**src/pegp_pkg.sv**
```systemverilog
// Package for the upper port GPIO block: offsets, fields, reset values
package pegp_pkg;
  // Register byte addresses on APB
  localparam logic [7:0] ADDR_PINS = 8'h00;
  localparam logic [7:0] ADDR_LATCH = 8'h04;
  localparam logic [7:0] ADDR_DIR = 8'h08;
  localparam logic [7:0] ADDR_IRQ_STATUS = 8'h0C;
  localparam logic [7:0] ADDR_IRQ_MASK = 8'h10;
  localparam logic [7:0] ADDR_SLAVE_CTRL = 8'h14;
  // Direction register fields
  localparam int DIR_IN_FULL_BIT = 7;
  localparam int DIR_OUT_FULL_BIT = 6;
  localparam int DIR_OVERRUN_BIT = 5;
  localparam int DIR_MODE_BIT = 4;
  localparam logic [7:0] DIR_WRITE_MASK = 8'h37;
  // Reset values
  localparam logic [2:0] DIR_LINES_RESET = 3'h7;
  localparam logic [2:0] LATCH_RESET = 3'h0;
  localparam logic [3:0] IRQ_MASK_RESET = 4'h0;
  // Slave control register fields (own register)
  localparam int SCTRL_SET_IN_FULL_BIT = 0;
  localparam int SCTRL_CLR_IN_FULL_BIT = 1;
  localparam int SCTRL_SET_OUT_FULL_BIT = 2;
  localparam int SCTRL_CLR_OUT_FULL_BIT = 3;
  // Interrupt status fields
  localparam int IRQ_IN_FULL_BIT = 0;
  localparam int IRQ_OUT_READ_BIT = 1;
  localparam int IRQ_OVERRUN_BIT = 2;
  localparam int IRQ_HV_BIT = 3;
endpackage

```
**src/pegp_port.sv**
```systemverilog
// Upper four-line port: direction, latch, pin read and slave-port status
//
// Behaviour
// - Large package gives four lines, three individually settable as input or output.
// - A line selected as analog reads back as zero.
// - Direction one floats the driver; zero drives the latch value.
// - Direction bits still steer drivers while lines are analog.
// - After reset the three configurable lines are analog inputs.
// - Latch register reads give latched values, not pin levels.
// - With reset-pin disabled line 3 is a plain input, else external reset.
// - Small package has only line 3, present only with reset-pin disabled.
// - Unimplemented direction register bits read zero, ignore writes.
// - Bit 7 shows a received word waits for the processor.
// - Bit 6 shows an output word not yet read externally.
// - Bit 5 sets on external write over unread word; software clears it.
// - Bit 4 selects slave port mode when one, GPIO when zero.
// - Slave mode uses line0 read, line1 write, line2 select; inputs required.
// - Direction zero drives the latch regardless of analog selection.
// - High-voltage detection on line 3 works at all times.
`timescale 1ns/10ps
module pegp_port #(
  parameter bit LARGE_PACKAGE = 1'b1
) (
  // Clock and reset
  input wire logic pclk,
  input wire logic presetn,
  // APB slave
  input wire logic psel,
  input wire logic penable,
  input wire logic pwrite,
  input wire logic [7:0] paddr,
  input wire logic [31:0] pwdata,
  output logic [31:0] prdata,
  output logic pready,
  output logic pslverr,
  // Lines 0..2, two-way; enable low while driving
  input wire logic [2:0] line_in,
  output logic [2:0] line_out,
  output logic [2:0] line_oe_n,
  // Line 3 and its functions
  input wire logic line3_input,
  input wire logic line3_high_voltage,
  output logic external_reset_input,
  output logic prog_entry_detect,
  // Outside configuration
  input wire logic [2:0] analog_select,
  input wire logic reset_pin_enable,
  // Slave port strobes toward the slave port block, active low, plus the active-high port select
  output logic slave_rd_n,
  output logic slave_wr_n,
  output logic slave_cs_n,
  output logic slave_port_select,
  // Slave port events from the slave port block
  input wire logic ext_write_done,
  input wire logic ext_read_done,
  input wire logic cpu_read_in,
  input wire logic cpu_write_out,
  // Interrupt
  output logic irq
);

  ////////////////////////////////////////////////////////////////////
  // State
  logic [2:0] dir_reg;
  logic [2:0] latch_reg;
  logic mode_reg;
  logic in_full_reg;
  logic out_full_reg;
  logic overrun_reg;
  logic [2:0] analog_reg;
  logic rpin_en_reg;
  logic [3:0] irq_stat_reg;
  logic [3:0] irq_mask_reg;
  logic hv_prev_reg;

  ////////////////////////////////////////////////////////////////////
  // APB decode; zero-wait slave
  wire wr_en = psel && penable && pwrite;
  wire hit_pins = paddr == pegp_pkg::ADDR_PINS;
  wire hit_latch = paddr == pegp_pkg::ADDR_LATCH;
  wire hit_dir = paddr == pegp_pkg::ADDR_DIR;
  wire hit_stat = paddr == pegp_pkg::ADDR_IRQ_STATUS;
  wire hit_mask = paddr == pegp_pkg::ADDR_IRQ_MASK;
  wire hit_sctrl = paddr == pegp_pkg::ADDR_SLAVE_CTRL;
  wire hit_any = hit_pins | hit_latch | hit_dir | hit_stat | hit_mask | hit_sctrl;
  assign pready = 1'b1;
  assign pslverr = psel && penable && !hit_any; // Unmapped address errors

  // Line availability: package for lines 0..2, reset-pin setting for line 3
  wire lines_ok = LARGE_PACKAGE;
  wire line3_ok = !rpin_en_reg;

  // Pin readback: analog lines read zero
  wire [2:0] pin_digital = line_in & ~analog_reg & {3{lines_ok}};
  wire [7:0] pins_val = {4'h0, line3_input & line3_ok, pin_digital};
  wire [7:0] latch_val = {5'h00, latch_reg & {3{lines_ok}}};
  wire [7:0] dir_val = {in_full_reg, out_full_reg, overrun_reg, mode_reg, 1'b0, dir_reg};

  // Read mux
  assign prdata = hit_pins ? {24'h000000, pins_val} :
                  hit_latch ? {24'h000000, latch_val} :
                  hit_dir ? {24'h000000, lines_ok ? dir_val : 8'h00} :
                  hit_stat ? {28'h0000000, irq_stat_reg} :
                  hit_mask ? {28'h0000000, irq_mask_reg} : 32'h00000000;

  ////////////////////////////////////////////////////////////////////
  // Line drivers: direction rules even over analog selection
  assign line_out = latch_reg;
  assign line_oe_n = dir_reg | {3{!lines_ok}};

  // Line 3 functions
  assign external_reset_input = rpin_en_reg ? line3_input : 1'b1;
  assign prog_entry_detect = line3_high_voltage;

  // Strobes only meaningful with direction set to input, software duty
  wire strobes_on = mode_reg && lines_ok;
  assign slave_rd_n = strobes_on ? pin_digital[0] : 1'b1;
  assign slave_wr_n = strobes_on ? pin_digital[1] : 1'b1;
  assign slave_cs_n = strobes_on ? pin_digital[2] : 1'b1;
  assign slave_port_select = strobes_on;

  ////////////////////////////////////////////////////////////////////
  // Outside configuration sampled each clock
  always_ff @(posedge pclk or negedge presetn) begin
    if (!presetn) begin
      analog_reg <= pegp_pkg::DIR_LINES_RESET;
      rpin_en_reg <= 1'b1;
    end else begin
      analog_reg <= analog_select;
      rpin_en_reg <= reset_pin_enable;
    end
  end

  // Direction, mode and latch
  always_ff @(posedge pclk or negedge presetn) begin
    if (!presetn) begin
      dir_reg <= pegp_pkg::DIR_LINES_RESET;
      mode_reg <= 1'b0;
      latch_reg <= pegp_pkg::LATCH_RESET;
    end else if (wr_en) begin
      if (hit_dir) begin
        dir_reg <= pwdata[2:0];
        mode_reg <= pwdata[pegp_pkg::DIR_MODE_BIT];
      end
      if (hit_latch || hit_pins) begin
        latch_reg <= pwdata[2:0];
      end
    end
  end

  // Slave status bits; hardware set wins over clear
  wire set_in = ext_write_done || (wr_en && hit_sctrl && pwdata[pegp_pkg::SCTRL_SET_IN_FULL_BIT]);
  wire clr_in = cpu_read_in || (wr_en && hit_sctrl && pwdata[pegp_pkg::SCTRL_CLR_IN_FULL_BIT]);
  wire set_out = cpu_write_out || (wr_en && hit_sctrl && pwdata[pegp_pkg::SCTRL_SET_OUT_FULL_BIT]);
  wire clr_out = ext_read_done || (wr_en && hit_sctrl && pwdata[pegp_pkg::SCTRL_CLR_OUT_FULL_BIT]);
  wire set_ovr = ext_write_done && in_full_reg && !cpu_read_in;
  wire clr_ovr = wr_en && hit_dir && !pwdata[pegp_pkg::DIR_OVERRUN_BIT];
  always_ff @(posedge pclk or negedge presetn) begin
    if (!presetn) begin
      in_full_reg <= 1'b0;
      out_full_reg <= 1'b0;
      overrun_reg <= 1'b0;
    end else begin
      in_full_reg <= set_in | (in_full_reg & ~clr_in);
      out_full_reg <= set_out | (out_full_reg & ~clr_out);
      overrun_reg <= set_ovr | (overrun_reg & ~clr_ovr);
    end
  end

  ////////////////////////////////////////////////////////////////////
  // Interrupts: sticky, write one to clear, set wins
  wire hv_rise = line3_high_voltage && !hv_prev_reg;
  wire [3:0] irq_ev = {hv_rise, set_ovr, ext_read_done, ext_write_done};
  wire [3:0] irq_clr = (wr_en && hit_stat) ? pwdata[3:0] : 4'h0;
  always_ff @(posedge pclk or negedge presetn) begin
    if (!presetn) begin
      irq_stat_reg <= 4'h0;
      irq_mask_reg <= pegp_pkg::IRQ_MASK_RESET;
      hv_prev_reg <= 1'b0;
    end else begin
      irq_stat_reg <= irq_ev | (irq_stat_reg & ~irq_clr);
      hv_prev_reg <= line3_high_voltage;
      if (wr_en && hit_mask) begin
        irq_mask_reg <= pwdata[3:0];
      end
    end
  end
  assign irq = |(irq_stat_reg & irq_mask_reg);
endmodule

```
**config.mk**
```make
export PLATFORM = sky130hd
export DESIGN_NAME = pegp_port
export DESIGN_NICKNAME = d
export VERILOG_FILES = /design/src/pegp_pkg.sv /design/src/pegp_port.sv
export SDC_FILE = /design/constraint.sdc
export NUM_CORES = 1
export LEC_CHECK = 0
export BUFFER_PORTS_ARGS = -buffer_cell sky130_fd_sc_hd__buf_2
export CORE_MARGIN = 2
export CORE_UTILIZATION = 37
export DETAILED_ROUTE_END_ITERATION = 12
export PLACE_DENSITY = 0.72
export SLEW_MARGIN = 30
export SYNTH_ARGS = -nofsm -noshare
export SYNTH_HDL_FRONTEND = slang
export SYNTH_SLANG_ARGS = --single-unit
```
**constraint.sdc**
```tcl
create_clock -name pclk -period 1.4 [get_ports pclk]
set_clock_uncertainty 0.1 [all_clocks]
set_input_delay 0.07 -clock pclk [delete_from_list [all_inputs] [get_ports pclk]]
set_output_delay 0.07 -clock pclk [all_outputs]
set_load 0.1 [all_outputs]
```
## Yosys cells after proc, flatten, opt, wreduce, memory -nomap -nowiden

Index checks and enable logic that the tools add are counted.

| storage, ports and cells | value |
|---|---|
| bits of input ports | 58 |
| register bits after elaboration | 23 |
| logic and storage cells | 76 |
| output and inout bits | 47 |

| operators by class | value |
|---|---|
| bitwise gates (word level) | 21 |
| reductions and logical operators | 29 |
| eq/ne operators | 5 |
| muxes and demuxes | 10 |

Operators with widths:

| kind | count |
|---|---|
| $mux W8 | 3 |
| $eq A8 B4 Y1 const B | 2 |
| $eq A8 B5 Y1 const B | 2 |
| $logic_and A1 B1 Y1 | 15 |
| $mux W4 | 3 |
| $and A4 B4 Y4 | 2 |
| $eq A8 B3 Y1 const B | 1 |
| $logic_not A8 Y1 | 1 |
| $or A1 B1 Y1 | 8 |
| $logic_not A1 Y1 | 5 |
| $logic_or A1 B1 Y1 | 5 |
| $and A1 B1 Y1 | 4 |
| $mux W1 | 4 |
| $not A4 Y4 | 1 |
| $or A4 B4 Y4 | 1 |
| $reduce_and A2 Y1 | 2 |
| $reduce_or A4 Y1 | 1 |
| $and A3 B3 Y3 | 1 |
| $not A1 Y1 | 3 |
| $not A3 Y3 | 1 |

## Logic depth before layout (Yosys ltp)

| depth | value |
|---|---|
| depth after elaboration | 8 |
| gate-level depth with buffers | 5 |
| depth with buffers taken out | 3 |

## Worst setup path before layout

Ideal clock, no wire load.

| timing | value |
|---|---|
| path kind | register -> output |
| from | register latch_reg[0], in the netlist line_out[0] |
| to | output prdata[0] |
| required time | 1230 ps |
| arrival | 2699 ps |
| buffers on the path | 0 |
| setup slack | -1469 ps |
| cell stages (with the launch flop) | 4 |
| cells stage by stage | dfrtp_1 > and2_1 > o21ai_0 > a21oi_1 |

| between the ends | value |
|---|---|
| cells in the longest elaborated chain, start to end | 2 |

Ends and longest elaborated chain:

| item | line | source |
|---|---|---|
| start: declaration | pegp_port.sv:65 | `logic [2:0] latch_reg;` |
| start signal: assignment | pegp_port.sv:139 | `latch_reg <= pegp_pkg::LATCH_RESET;` |
| start signal: assignment | pegp_port.sv:146 | `latch_reg <= pwdata[2:0];` |
| $mux W8 | pegp_port.sv:101 | `hit_latch ? {24'h000000, latch_val} :` |
| $mux W8 | pegp_port.sv:100 | `assign prdata = hit_pins ? {24'h000000, pins_val} :` |
| end: declaration | pegp_port.sv:33 | `output logic [31:0] prdata,` |

Every way passes these cells.

## Worst setup path after layout

| timing | value |
|---|---|
| from | register rpin_en_reg |
| to | output prdata[3] |

| between the ends | value |
|---|---|
| cells in the longest elaborated chain, start to end | 3 |

Ends and longest elaborated chain:

| item | line | source |
|---|---|---|
| start: declaration | pegp_port.sv:71 | `logic rpin_en_reg;` |
| start signal: assignment | pegp_port.sv:130 | `rpin_en_reg <= reset_pin_enable;` |
| $logic_not A1 Y1 | pegp_port.sv:91 | `wire line3_ok = !rpin_en_reg;` |
| $and A1 B1 Y1 | pegp_port.sv:95 | `wire [7:0] pins_val = {4'h0, line3_input & line3_ok, pin_digital};` |
| $mux W8 | pegp_port.sv:100 |  |

Every way passes these cells.

==> qor.yml <==
synth:
  synth_fa_ha_area_share_pct: 0
  netlist_instances: 151
  synth_compound_area_share_pct: 11.3
  synthMuxAreaShare_pct: 10.4
  synthTopCellsByArea: "dfrtp_1, buf_4, dfstp_2"
  synthXorXnorAreaFrac_pct: 0
  async_reset_ff_share_pct: 100
  avgSynthCellArea_sq_um: 9.92
  yosys.area.top_type: "dfrtp_1"
  synth_edf_count: 0
  yosysSeqAreaShare_pct: 39.0
  ys_seq_elements: 23
  yosysTopAreaCellShare_pct: 26.7
  yosysWarningCount: 0
  netlist_area_sq_mm: 0.00150
  yosys_most_used_dff: "dfrtp_1"
  synth_cell_types: 39
  synthSimpleGateAreaFrac_pct: 23.4
  synth_top_family_by_area: "simple AND/OR/NAND/NOR gates"
final_layout:
  syn_to_final_growth_pct: 69.9
  nets: 297
  utilization_pct: 64.6
  multi_input_area_sq_um: 947
  filler_cell_count: 296
  seqCellArea_sq_um: 601
  drive_above_1_share_pct: 55.5
  antennaDiodeCount: 0
  post-route-cell-area_sq_mm: 0.00254
  instances_no_fill: 288
routing:
  wl_met2_um: 2070
  vias_per_cell: 4.77
  drtIter0Drc: 48
  top_layer_used: "met4"
  wl_met3_um: 218
  ant_nets: 0
  vias: 1375
  met1_length_um: 1780
  wl_per_cell_um: 14.3
  firstDrtPassIters: 4
  drc: 0
  drt_wl_total_um: 4130
setup_path:
  critical_path_required_ps: 1230
  crit_chain: "or3b_4, a211o_1, a21oi_4, buf_12"
  cp_num_buf_inv: 1
  rrSetupSlack_ps: 330
  worst-setup-path-type: "reg -> out"
  crit_path_end_kind: "output pin"
  critPathSlowestCell: "dfstp_2"
  slowest_delay_ps: 380
  rr_worst_depth: 2
  cp.arrival_ps: 1670
  startpoint_type: "flip-flop"
  r2r-end: "in_full_reg"
  rr_startpoint: "in_full_reg"
  cp_top_family: "compound AO/OA/AOI/OAI gates"
  cp_max_fo: 2
placement:
  numPortBuffers: 53
  globalplace.congestion: 0.836
  dpl_cell_area_sq_mm: 0.00223
  hpwl_um: 3070
  dp.cells: 264
worst_hold_path:
  hold_depth: 4
  hp-start: "pwdata[3]"
  holdPathEnd: "irq_stat_reg[3]"
  hold_path_class: "in -> reg"
grt:
  grt_first_pass_wirelength_um: 6710
  grt_pass1_vias: 1401
  grt_antenna_before_repair: 0
  track_usage_pct: 19.8
  grt_max_degree: 24
  grt_remaining_overflow: 0
die:
  dieArea_sq_mm: 0.00457
  initial_core_util_pct: 38.0
  rows: 23
  die_y_um: 67.6
  fp.dieW_um: 67.6
  fp.coreArea_sq_mm: 0.00394
  ios: 105
timing:
  setup_tns_ps: -3920
  slew_violations: 0
  hold_viol_final: 0
  rsz0062_at_grt: "true"
  setup_ws_ps: -444
  finalCritPeriodShare_pct: 132
  slew_headroom_pct: 65.0
  worstMarginPinSlew_ps: 525
  finalCriticalPeriod_ps: 1840
  fmax_mhz: 542
  setup_viol: 20
power:
  p_per_area_mw_per_mm2: 709
  swShare_pct: 41.6
  p_comb_share_pct: 37.6
  power_mw: 1.80
  ir_drop_v: 0.000440
  leakage_nw: 1.12
  intPower_mw: 1.05
  power_frac_seq_pct: 38.8
  power.switching_uw: 752
  pwr-share-clk_pct: 23.6
clock_network:
  path_clk_slew_ps: 80
  tritoncts: "done"
  cts_made_buffers: 3
  htreeDepth: 1
  clk_latency_ps: 270
  cts_max_path_buffers: 2
  cts_sinks: 23
  cts-root-buf: "clkbuf_8"
run_status:
  violations: "setup timing"
  status: "finished with violations"
flow_run:
  cap_viol_max_count: 0
[worst max path at each step]
stage            startpoint                 to  cells after the start
5_1_grt         rpin_en_reg          prdata[3]                      4
2_1_floorplan  line_oe_n[0]          prdata[0]                      3
6_report        rpin_en_reg          prdata[3]                      4
3_5_place_dp       paddr[6]  slave_port_select                      4
4_1_cts         rpin_en_reg          prdata[3]                      4
3_3_place_gp       paddr[6]  slave_port_select                      4
[logic make-up after synthesis]
| family | Yosys count |
|---|---|
| simple gates | 53 |
| buf+inv | 35 |
| compound gates | 24 |
| flops | 23 |
| mux | 14 |
| other cells | 2 |
[through the flow]
step / hold WS [ps] / worst slack, ps
4_1_cts: 25.1 / -452
6_report: 29.7 / -444
3_5_place_dp: -19.0 / -468
5_1_grt: 29.5 / -517
3_3_place_gp: -32.1 / -387
2_1_floorplan: -326 / -397
[power groups by stage]
stage / Combinational [mW] / Sequential, mW / Clock, mW
finish: 0.679 / 0.700 / 0.426
detailed placement: 0.628 / 0.712 / 0
CTS: 0.675 / 0.700 / 0.440
floorplan: 0.512 / 0.739 / 0
global route: 0.713 / 0.702 / 0.459
global placement: 0.625 / 0.711 / 0
[per-layer routing]
| metal | vias up | track usage (%) |
|---|---|---|
| li1 | 659 | - |
| met1 | 665 | 26.1 |
| met2 | 46 | 33.0 |
| met3 | 5 | 2.50 |
| met4 | 0 | 7.65 |
| met5 | - | 0 |
[synthesized netlist by cell type, types with 2 or more instances]
cell type  instances
a221o_1            2
nand3_1            2
or3_1              2
and2_1             2
a21oi_1            5
inv_1              3
nor3b_1            3
clkbuf_1           4
a22oi_1            4
nand4b_1           2
nor2_1             4
conb_1             2
nand2b_1           6
o41ai_1            5
nand2_1           13
or3b_2             2
or2_2              2
nor2b_1            3
buf_4             26
o21ai_0            5
mux2_2            12
dfstp_2            7
and3_1             4
dfrtp_1           16
[placed cells by master (no fill, tap or decap), types with 5 or more instances in the layout]
cell | synthesis | final
buf_12 | 0 | 17
buf_2 | 1 | 34
buf_4 | 26 | 21
buf_6 | 0 | 5
conb_1 | 2 | 25
dfrtp_1 | 16 | 12
dlygate4sd3_1 | 0 | 13
mux2_4 | 0 | 13
nand2_1 | 13 | 12
nand2b_1 | 6 | 6
o41ai_1 | 5 | 5
[final cells by class]
type | count | area share [%]
multi-input combinational | 116 | 37.2
inverter | 3 | 0.442
sequential | 23 | 23.6
tap | 50 | 2.46
timing repair buffer | 92 | 34.5
clock inverter | 1 | 0.197
clock buffer | 3 | 1.62
[tightest hold or removal path, stage by stage]
cell and delay (ps):
buf_2 120, nand2_1 60, o41ai_1 60, o21ai_1 60
[what timing repair did]
item | 4_1_cts | 5_1_grt
hold buffers | 13 | 0
buffers inserted | 6 | 1
hold endpoints to repair | 30 | 0
setup endpoints to repair | 22 | 23
pin swaps | 9 | 6
cloned | 0 | 0
gates resized for setup | 13 | 5
No activity file was read; power rests on OpenSTA's default activity.
